===== config.mk =====
export PLATFORM = sky130hd
export DESIGN_NAME = dinmap_top
export DESIGN_NICKNAME = d
export VERILOG_FILES = /design/src/inc/dinmap_pkg.sv /design/src/rtl/dinmap_top.sv /design/src/rtl/dinmap_sync.sv
export SDC_FILE = /design/constraint.sdc
export NUM_CORES = 1
export LEC_CHECK = 0
export ABC_AREA = 1
export BUFFER_PORTS_ARGS = -buffer_cell sky130_fd_sc_hd__buf_2
export CORE_MARGIN = 5
export CORE_UTILIZATION = 59
export DETAILED_ROUTE_END_ITERATION = 10
export PLACE_DENSITY = 0.84
export SETUP_SLACK_MARGIN = 0.05
export SLEW_MARGIN = 20
export SYNTH_ARGS = -nofsm -noshare
export SYNTH_HDL_FRONTEND = slang
export SYNTH_SLANG_ARGS = --single-unit
export TNS_END_PERCENT = 10

===== constraint.sdc =====
create_clock -name pclk -period 2.8 [get_ports pclk]
set_input_delay 0.28 -clock pclk [delete_from_list [all_inputs] [get_ports pclk]]
set_output_delay 0.28 -clock pclk [all_outputs]
set_load 0.005 [all_outputs]

===== src/inc/dinmap_pkg.sv =====
package dinmap_pkg;

  // terminal counts
  localparam int NUM_GEN   = 4;
  localparam int NUM_DUAL  = 2;
  localparam int NUM_TERM  = 6;
  localparam int CODE_W    = 5;
  localparam int TERM_W    = 3;

  // register byte offsets
  localparam logic [11:0] OFF_FUNC0   = 12'h000;
  localparam logic [11:0] OFF_FUNC5   = 12'h014;
  localparam logic [11:0] OFF_DUALCFG = 12'h018;
  localparam logic [11:0] OFF_STATUS  = 12'h01c;
  localparam logic [11:0] OFF_IRQST   = 12'h020;
  localparam logic [11:0] OFF_IRQMSK  = 12'h024;
  localparam logic [11:0] OFF_CMD     = 12'h028;

  // function codes
  localparam logic [4:0] FN_NONE     = 5'h00;
  localparam logic [4:0] FN_FWD      = 5'h01;
  localparam logic [4:0] FN_REV      = 5'h02;
  localparam logic [4:0] FN_3WIRE    = 5'h03;
  localparam logic [4:0] FN_JOGF     = 5'h04;
  localparam logic [4:0] FN_JOGR     = 5'h05;
  localparam logic [4:0] FN_COAST    = 5'h06;
  localparam logic [4:0] FN_FRST     = 5'h07;
  localparam logic [4:0] FN_PAUSE    = 5'h08;
  localparam logic [4:0] FN_EXTF     = 5'h09;
  localparam logic [4:0] FN_UP       = 5'h0a;
  localparam logic [4:0] FN_DOWN     = 5'h0b;
  localparam logic [4:0] FN_UDCLR    = 5'h0c;
  localparam logic [4:0] FN_SWAB     = 5'h0d;
  localparam logic [4:0] FN_SWCA     = 5'h0e;
  localparam logic [4:0] FN_SWCB     = 5'h0f;
  localparam logic [4:0] FN_STEP0    = 5'h10;
  localparam logic [4:0] FN_MAX      = 5'h13;

  // reset values
  localparam logic [4:0] FUNC_RST    = 5'h00;
  localparam logic [1:0] DUAL_RST    = 2'h0;
  localparam logic [3:0] IRQ_RST     = 4'h0;

  // interrupt status bits
  localparam int IRQ_EXTF   = 0;
  localparam int IRQ_FRST   = 1;
  localparam int IRQ_CFGBAD = 2;
  localparam int IRQ_COAST  = 3;
  localparam int IRQ_W      = 4;

  // command bus bit fields
  typedef struct packed {
    logic       forward_run_cmd;
    logic       reverse_run_cmd;
    logic       three_wire;
    logic       jog_fwd;
    logic       jog_rev;
    logic       coast_stop;
    logic       fault_reset;
    logic       run_pause;
    logic       ext_fault;
    logic       freq_up;
    logic       freq_down;
    logic       updown_clr;
    logic       sw_ab;
    logic       sw_comb_a;
    logic       sw_comb_b;
    logic [3:0] step_sel;
  } drive_cmd_t;

  localparam int CMD_W = 19;

endpackage


===== src/rtl/dinmap_top.sv =====
//Contract
//RULE1 - four general and two dual-purpose terminals, each with a selectable function
//RULE2 - dual terminals act as pulse input or ordinary digital input
//RULE3 - software must not give two terminals one code; duplicate flags invalid
//RULE4 - code 0 terminals never produce any action
//RULE5 - codes 1 and 2 command forward and reverse running
//RULE6 - code 3 selects three-wire run control mode
//RULE7 - codes 4 and 5 command forward and reverse jogging
//RULE8 - code 6 blocks output at once for a coast stop
//RULE9 - code 7 is an external fault reset like the stop key
//RULE10 - code 8 pauses running, keeps state, resumes on release
//RULE11 - code 9 raises an external fault alarm and stops
//RULE12 - codes 10 and 11 raise and lower the terminal frequency setting
//RULE13 - code 12 clears the accumulated up/down frequency value
//RULE14 - code 13 switches reference between source A and source B
//RULE15 - codes 14 and 15 switch combined channel against A or B
//RULE16 - codes 16 to 19 form a four-bit preset speed selector
//RULE17 - each terminal passes two flip-flops before decoding
`timescale 1ns/10ps
`default_nettype none
module dinmap_top (
  // clock and reset
  input  wire logic                            pclk,
  input  wire logic                            presetn,
  // apb slave
  input  wire logic                            psel,
  input  wire logic                            penable,
  input  wire logic                            pwrite,
  input  wire logic [11:0]                     paddr,
  input  wire logic [31:0]                     pwdata,
  output logic      [31:0]                     prdata,
  output logic                                 pready,
  output logic                                 pslverr,
  // terminal pins
  input  wire logic [dinmap_pkg::NUM_TERM-1:0] term_pin,
  // drive commands
  output dinmap_pkg::drive_cmd_t               drive_cmd,
  output logic                                 cfg_invalid,
  output logic      [dinmap_pkg::NUM_DUAL-1:0] pulse_sel,
  output logic      [dinmap_pkg::NUM_DUAL-1:0] pulse_raw,
  output logic                                 irq
);

  ////////////////////////////////////////////////////////////////////////////
  // state

  typedef struct packed {
    logic [dinmap_pkg::NUM_TERM-1:0][dinmap_pkg::CODE_W-1:0] func;
    logic [dinmap_pkg::NUM_DUAL-1:0]                         dual;
    logic [dinmap_pkg::IRQ_W-1:0]                            irq_st;
    logic [dinmap_pkg::IRQ_W-1:0]                            irq_msk;
    dinmap_pkg::drive_cmd_t                                  cmd;
    logic                                                    bad;
    logic [dinmap_pkg::NUM_DUAL-1:0]                         praw;
    logic [dinmap_pkg::NUM_DUAL-1:0]                         psel_o;
    logic [31:0]                                             rdata;
    logic                                                    ready;
    logic                                                    err;
    logic                                                    irq;
  } top_state_t;

  top_state_t st_ff;
  top_state_t nxt_st;

  logic [dinmap_pkg::NUM_TERM-1:0] term_sync;
  logic [dinmap_pkg::NUM_TERM-1:0] term_dig;
  logic [dinmap_pkg::NUM_TERM-1:0][dinmap_pkg::CODE_W-1:0] eff_code;
  logic [31:0]                     code_hit;
  logic [31:0]                     code_cnt_dup;
  logic                            dup;
  dinmap_pkg::drive_cmd_t          dec;
  logic                            setup;
  logic                            wr;
  logic                            rd_ok;
  logic [31:0]                     rd_val;
  logic [dinmap_pkg::IRQ_W-1:0]    ev;

  ////////////////////////////////////////////////////////////////////////////
  // synchroniser

  // RULE17 two stage sync
  dinmap_sync u_sync (
    .pclk     (pclk),
    .presetn  (presetn),
    .pin_in   (term_pin),
    .pin_sync (term_sync)
  );

  ////////////////////////////////////////////////////////////////////////////
  // terminal mapping

  // RULE1 six terminals mapped
  // RULE2 dual terminals pulse or digital
  genvar gi;
  generate
    for (gi = 0; gi < dinmap_pkg::NUM_TERM; gi++) begin : g_term
      if (gi >= dinmap_pkg::NUM_GEN) begin : g_dual
        assign term_dig[gi] = term_sync[gi] & ~st_ff.dual[gi-dinmap_pkg::NUM_GEN];
        assign eff_code[gi] = st_ff.dual[gi-dinmap_pkg::NUM_GEN] ? dinmap_pkg::FN_NONE : st_ff.func[gi];
      end else begin : g_gen
        assign term_dig[gi] = term_sync[gi];
        assign eff_code[gi] = st_ff.func[gi];
      end
    end
  endgenerate

  always_comb begin
    code_hit     = '0;
    code_cnt_dup = '0;
    dec          = '0;
    for (int i = 0; i < dinmap_pkg::NUM_TERM; i++) begin
      // RULE3 duplicate code detect
      if (eff_code[i] != dinmap_pkg::FN_NONE) begin
        if (code_hit[eff_code[i]]) begin
          code_cnt_dup[eff_code[i]] = 1'b1;
        end
        code_hit[eff_code[i]] = 1'b1;
      end
      // RULE4 code zero ignored
      if (term_dig[i] && eff_code[i] != dinmap_pkg::FN_NONE) begin
        case (eff_code[i])
          // RULE5 run direction
          dinmap_pkg::FN_FWD: begin
            dec.forward_run_cmd = 1'b1;
          end
          dinmap_pkg::FN_REV: begin
            dec.reverse_run_cmd = 1'b1;
          end
          // RULE6 three wire mode
          dinmap_pkg::FN_3WIRE: begin
            dec.three_wire = 1'b1;
          end
          // RULE7 jog commands
          dinmap_pkg::FN_JOGF: begin
            dec.jog_fwd = 1'b1;
          end
          dinmap_pkg::FN_JOGR: begin
            dec.jog_rev = 1'b1;
          end
          // RULE8 coast stop
          dinmap_pkg::FN_COAST: begin
            dec.coast_stop = 1'b1;
          end
          // RULE9 fault reset
          dinmap_pkg::FN_FRST: begin
            dec.fault_reset = 1'b1;
          end
          // RULE10 running pause level
          dinmap_pkg::FN_PAUSE: begin
            dec.run_pause = 1'b1;
          end
          // RULE11 external fault
          dinmap_pkg::FN_EXTF: begin
            dec.ext_fault = 1'b1;
          end
          // RULE12 frequency up down
          dinmap_pkg::FN_UP: begin
            dec.freq_up = 1'b1;
          end
          dinmap_pkg::FN_DOWN: begin
            dec.freq_down = 1'b1;
          end
          // RULE13 up down clear
          dinmap_pkg::FN_UDCLR: begin
            dec.updown_clr = 1'b1;
          end
          // RULE14 source a b switch
          dinmap_pkg::FN_SWAB: begin
            dec.sw_ab = 1'b1;
          end
          // RULE15 combined channel switch
          dinmap_pkg::FN_SWCA: begin
            dec.sw_comb_a = 1'b1;
          end
          dinmap_pkg::FN_SWCB: begin
            dec.sw_comb_b = 1'b1;
          end
          default: begin
            // RULE16 step selector bits
            if (eff_code[i] >= dinmap_pkg::FN_STEP0 && eff_code[i] <= dinmap_pkg::FN_MAX) begin
              dec.step_sel[eff_code[i][1:0]] = 1'b1;
            end
          end
        endcase
      end
    end
    dup = |code_cnt_dup;
  end

  ////////////////////////////////////////////////////////////////////////////
  // apb decode

  assign setup = psel & ~penable;
  assign wr    = setup & pwrite;

  always_comb begin
    rd_ok  = 1'b1;
    rd_val = '0;
    if (paddr[1:0] != 2'h0) begin
      rd_ok = 1'b0;
    end else if (paddr <= dinmap_pkg::OFF_FUNC5) begin
      rd_val = {27'h0, st_ff.func[paddr[4:2]]};
    end else begin
      case (paddr)
        dinmap_pkg::OFF_DUALCFG: begin
          rd_val = {30'h0, st_ff.dual};
        end
        dinmap_pkg::OFF_STATUS: begin
          rd_val = {25'h0, st_ff.bad, term_sync};
        end
        dinmap_pkg::OFF_IRQST: begin
          rd_val = {28'h0, st_ff.irq_st};
        end
        dinmap_pkg::OFF_IRQMSK: begin
          rd_val = {28'h0, st_ff.irq_msk};
        end
        dinmap_pkg::OFF_CMD: begin
          rd_val = {13'h0, st_ff.cmd};
        end
        default: begin
          rd_ok = 1'b0;
        end
      endcase
    end
  end

  ////////////////////////////////////////////////////////////////////////////
  // next state

  always_comb begin
    ev                      = '0;
    ev[dinmap_pkg::IRQ_EXTF]   = dec.ext_fault & ~st_ff.cmd.ext_fault;
    ev[dinmap_pkg::IRQ_FRST]   = dec.fault_reset & ~st_ff.cmd.fault_reset;
    ev[dinmap_pkg::IRQ_CFGBAD] = dup & ~st_ff.bad;
    ev[dinmap_pkg::IRQ_COAST]  = dec.coast_stop & ~st_ff.cmd.coast_stop;
    nxt_st       = st_ff;
    nxt_st.ready = setup;
    nxt_st.err   = setup & ~rd_ok;
    nxt_st.rdata = (setup & ~pwrite & rd_ok) ? rd_val : 32'h0;
    if (wr && rd_ok) begin
      if (paddr <= dinmap_pkg::OFF_FUNC5) begin
        nxt_st.func[paddr[4:2]] = pwdata[dinmap_pkg::CODE_W-1:0];
      end else if (paddr == dinmap_pkg::OFF_DUALCFG) begin
        nxt_st.dual = pwdata[dinmap_pkg::NUM_DUAL-1:0];
      end else if (paddr == dinmap_pkg::OFF_IRQST) begin
        nxt_st.irq_st = st_ff.irq_st & ~pwdata[dinmap_pkg::IRQ_W-1:0];
      end else if (paddr == dinmap_pkg::OFF_IRQMSK) begin
        nxt_st.irq_msk = pwdata[dinmap_pkg::IRQ_W-1:0];
      end
    end
    // set wins over clear
    nxt_st.irq_st = nxt_st.irq_st | ev;
    // RULE3 invalid config clears all commands except a forced coast stop
    nxt_st.bad    = dup;
    nxt_st.cmd    = dup ? '0 : dec;
    if (dup) begin
      nxt_st.cmd.coast_stop = 1'b1;
    end
    nxt_st.praw   = term_sync[dinmap_pkg::NUM_TERM-1:dinmap_pkg::NUM_GEN] & st_ff.dual;
    nxt_st.psel_o = st_ff.dual;
    nxt_st.irq    = |(nxt_st.irq_st & st_ff.irq_msk);
  end

  always_ff @(posedge pclk or negedge presetn) begin
    if (!presetn) begin
      st_ff <= '0;
    end else begin
      st_ff <= nxt_st;
    end
  end

  ////////////////////////////////////////////////////////////////////////////
  // outputs

  assign prdata      = st_ff.rdata;
  assign pready      = st_ff.ready;
  assign pslverr     = st_ff.err;
  assign drive_cmd   = st_ff.cmd;
  assign cfg_invalid = st_ff.bad;
  assign pulse_sel   = st_ff.psel_o;
  assign pulse_raw   = st_ff.praw;
  assign irq         = st_ff.irq;

  ////////////////////////////////////////////////////////////////////////////
  // checks

  a_zero_code_idle: assert property (@(posedge pclk) disable iff (!presetn) // RULE4
    (st_ff.func == '0 && !st_ff.bad) |=> (drive_cmd == '0))
    else $error("code zero produced a command");

  a_fwd_follows_pin: assert property (@(posedge pclk) disable iff (!presetn) // RULE5
    (eff_code[0] == dinmap_pkg::FN_FWD && term_dig[0] && !dup) |=> drive_cmd.forward_run_cmd)
    else $error("forward run not driven");

  a_coast_on_fault: assert property (@(posedge pclk) disable iff (!presetn) // RULE8
    dup |=> (drive_cmd.coast_stop && !drive_cmd.forward_run_cmd && !drive_cmd.reverse_run_cmd))
    else $error("coast not forced on bad config");

  a_extf_sets_irq: assert property (@(posedge pclk) disable iff (!presetn) // RULE11
    $rose(drive_cmd.ext_fault) |-> st_ff.irq_st[dinmap_pkg::IRQ_EXTF])
    else $error("external fault not latched");

  a_dup_flags_bad: assert property (@(posedge pclk) disable iff (!presetn) // RULE3
    dup |=> cfg_invalid)
    else $error("duplicate code not flagged");

  a_dup_sets_irq: assert property (@(posedge pclk) disable iff (!presetn) // RULE3
    (dup && !st_ff.bad) |=> st_ff.irq_st[dinmap_pkg::IRQ_CFGBAD])
    else $error("duplicate code not latched");

  a_dual_blocks_dig: assert property (@(posedge pclk) disable iff (!presetn) // RULE2
    st_ff.dual[0] |-> (eff_code[dinmap_pkg::NUM_GEN] == dinmap_pkg::FN_NONE))
    else $error("pulse terminal still decoded");

  a_sync_latency: assert property (@(posedge pclk) disable iff (!presetn) // RULE17
    ##2 (term_sync == $past(term_pin, 2)))
    else $error("sync latency wrong");

  a_step_bit0: assert property (@(posedge pclk) disable iff (!presetn) // RULE16
    (eff_code[1] == dinmap_pkg::FN_STEP0 && term_dig[1] && !dup) |=> drive_cmd.step_sel[0])
    else $error("step bit zero missing");

  a_pause_level: assert property (@(posedge pclk) disable iff (!presetn) // RULE10
    (!dup && !dec.run_pause) |=> !drive_cmd.run_pause)
    else $error("pause held without input");

  a_irq_masked: assert property (@(posedge pclk) disable iff (!presetn) // RULE11
    (st_ff.irq_msk == '0) [*2] |-> !irq)
    else $error("masked interrupt raised");

  a_pulse_raw_gated: assert property (@(posedge pclk) disable iff (!presetn) // RULE2
    !st_ff.dual[0] |=> !pulse_raw[0])
    else $error("pulse path open in digital mode");

  a_coast_follows: assert property (@(posedge pclk) disable iff (!presetn) // RULE8
    dec.coast_stop |=> drive_cmd.coast_stop)
    else $error("coast stop not driven");

  a_pready_pulse: assert property (@(posedge pclk) disable iff (!presetn) // RULE1
    (psel && !penable) |=> (pready ##1 !pready))
    else $error("register answer not one cycle");

endmodule
`default_nettype wire


===== src/rtl/dinmap_sync.sv =====
`timescale 1ns/10ps
`default_nettype none
module dinmap_sync (
  // clock and reset
  input  wire logic                           pclk,
  input  wire logic                           presetn,
  // pins in, synchronised out
  input  wire logic [dinmap_pkg::NUM_TERM-1:0] pin_in,
  output logic      [dinmap_pkg::NUM_TERM-1:0] pin_sync
);

  typedef struct packed {
    logic [dinmap_pkg::NUM_TERM-1:0] meta;
    logic [dinmap_pkg::NUM_TERM-1:0] sync;
  } sync_state_t;

  sync_state_t st_ff;
  sync_state_t nxt_st;

  always_comb begin
    nxt_st      = st_ff;
    nxt_st.meta = pin_in;
    nxt_st.sync = st_ff.meta;
  end

  always_ff @(posedge pclk or negedge presetn) begin
    if (!presetn) begin
      st_ff <= '0;
    end else begin
      st_ff <= nxt_st;
    end
  end

  assign pin_sync = st_ff.sync;

endmodule
`default_nettype wire


==> out/metrics.csv <==
metric,value,unit
cp_data_arrival_time,2900,ps
fin_worst_skew,13.1,ps
synth_edf_count,0,
syn_to_final_growth,13.3,%
die-area,0.0168,mm²
synth.avg_cell_area,6.24,µm²
endpoint,drive_cmd[6],
drc,0,
portBuffers,73,
gr-total-overflow,0,
numCtsBuffers,9,
drt-vias-per-instance,6.29,
synthArstFlopShare,100,%
start_util,60.5,%
clk_pin_slew,80,ps
timing.rr.end,drive_cmd[6],
grt_pass1_vias,9482,
r2r_slack,100,ps
htreeDepth,3,
leakagePower,4.91,nW
ff_latch_area,0.00246,mm²
multi_input_area,0.00500,mm²
syn_inst,1356,
final_layout_size_suffix_gt1_share,19.0,%
die_y,130,µm
end_kind,register,
synth_area,0.00846,mm²
grt_use_total,41.4,%
clock_latency,360,ps
vias,10300,
ant_nets,0,
grt_max_degree,51,
ios,114,
status,"complete, no violations",
ir_drop,0.000271,V
mostFrequentLayoutCells,"nand2_1, nor2_1, nand3_1",
powerDensity,301,mW/mm²
wl_per_cell,21.4,µm
cpMostUsedCell,nand2_1,
utilization,68.5,%
post-route-period-util,96.5,%
tightest_slew,665,ps
maxCapViolCount,0,
yosys_most_used_dff,dfrtp_1,
drt_iter0_markers,1484,
layout_min_cycle_time,2700,ps
drtPass1Iterations,6,
grt_pass1_wl,52800,µm
crit_type,register to register,
final_nets,1503,
cts_tree,built,
cts_buffer_depth,2,
reg2reg_depth,12,
finalSetupViolCount,0,
mostFrequentLayoutCell,nand2_1,
hold_viol_final,0,
crit_slowest_cell,dfrtp_1,
worstPathCellList,nand2_4 -> inv_1 -> nand3_1 -> nand3_1 -> nand2_1 -> o21ai_0 -> nand4_1 -> nand2_1 -> nand2_1 -> nand2_2 -> buf_4 -> a31oi_1,
worstSetupStartpointType,register,
rsz0062_at_grt,false,
root_buffer,clkbuf_16,
worstSetupStartpoint,eff_code[15],
reg2reg_from,eff_code[15],
ys_seq_elements,98,
fmax,370,MHz
hpwl,27600,µm
fill_cells,1247,
cp_max_fo,8,
ys_warn_count,0,
fin_setup_tns,0,ps
relSlewSlack,55.7,%
dieWidth,130,µm
std_cell_rows,43,
totalWireLength,34900,µm
max_stage_delay,620,ps
cts_sinks,98,
min_path_type,input pin to register,
slew_viol_final,0,
synth_cell_types,49,
required,2990,ps
place_congestion,1.14,
holdPathStages,1,
yosysSeqAreaShare,29.0,%
core-area,0.0140,mm²
antenna_cells,0,
antenna_found_initial,0,
-- cells by family (layout without fill, tap and decap cells) --
logic type | after synthesis | count (layout) | share of synthesized area (%)
other | 1 | 13 | 0.0443
AOI/OAI and AO/OA | 189 | 189 | 13.3
buffers and inverters | 228 | 313 | 13.8
and+or+nand+nor | 840 | 840 | 43.8
DFF | 98 | 98 | 29.0
-- cells in the mapped netlist (5+ instances only) --
master / number / area share (%)
a21oi_1: 31 / 1.8
a31oi_1: 10 / 0.74
nand2_1: 358 / 16
nor3_1: 15 / 0.89
o22ai_1: 32 / 2.4
inv_1: 122 / 5.4
nor2_4: 5 / 0.67
buf_2: 16 / 0.95
dfrtp_1: 98 / 29
inv_2: 11 / 0.49
nand4_4: 6 / 1.5
nor2_2: 8 / 0.59
nand2_2: 11 / 0.81
nor3b_1: 9 / 0.80
buf_4: 63 / 5.6
nand3_1: 139 / 8.2
o21ai_1: 34 / 2.0
a211oi_1: 6 / 0.53
buf_6: 5 / 0.67
a221oi_1: 8 / 0.83
nor2_1: 249 / 11
nand4_1: 28 / 2.1
o21ai_0: 47 / 2.8
-- sequential cells by signal, summed over array words and instances (netlist names) --
register	count
cfg_invalid	1
pulse_sel	2
drive_cmd	19
eff_code	20
prdata	19
pslverr	1
irq	1
pready	1
nxt_st	2
u_sync.nxt_st	6
pulse_raw	2
u_sync.pin_sync	6
st_ff	18
-- power by group --
| part | switching (mW) | leakage, nW | internal [mW] |
|---|---|---|---|
| sequential | 0.00863 | 1.30 | 1.43 |
| clock | 0.581 | 0.142 | 0.706 |
| combinational | 0.127 | 3.47 | 0.0394 |
| total | 0.716 | 4.91 | 2.17 |
-- worst max-delay path: cells and delay by family, from the launching register on --
family	cells	cell delay [ps]
and+or+nand+nor	8	1060
DFF	1	620
buffers and inverters	2	460
AOI/OAI and AO/OA	2	370
-- layout make-up --
type | count | share of cell area [%]
Clock buffer | 10 | 2.39
Clock inverter | 6 | 0.770
Inverter | 142 | 5.83
Multi-Input combinational cell | 1042 | 52.1
Sequential cell | 98 | 25.7
Tap cell | 180 | 2.35
Timing Repair Buffer | 155 | 10.8
-- metrics by stage --
step / worst slack [ps] / total power, mW / std cells / hold slack, ps / area [µm²]
floorplan: 790 / 1.54 / 1368 / -15.6 / 8510
global placement: 191 / 1.61 / 1610 / 331 / 9080
detailed placement: 192 / 1.62 / 1610 / 339 / 9080
CTS: 111 / 2.88 / 1627 / 24.4 / 9400
global route: 29.6 / 2.96 / 1633 / 25.3 / 9590
finish: 96.7 / 2.89 / 1633 / 28.5 / 9590
-- layer usage --
metal / GRT usage [%] / routed length (µm)
met5: 0 / 0
met1: 52.4 / 12700
met3: 9.66 / 4420
met2: 65.2 / 15100
met4: 23.8 / 2660
-- what timing repair did --
action | 4_1_cts | 5_1_grt
setup buffers | 0 | 6
resized for setup | 0 | 53
endpoints found under the setup margin | 0 | 22
hold buffers | 1 | 0
hold endpoints to repair | 49 | 0
-- how the worst min path moves through the flow --
stage,startpoint,slack [ps],endpoint
after CTS,term_pin[0],20,u_sync.nxt_st[0]
after floorplan,presetn,-20,cfg_invalid
after global placement,presetn,330,st_ff[62]
after detailed placement,presetn,340,st_ff[62]
after global routing,term_pin[2],30,u_sync.nxt_st[2]
final,term_pin[0],30,u_sync.nxt_st[0]
Power figures use the tool's default switching activity.
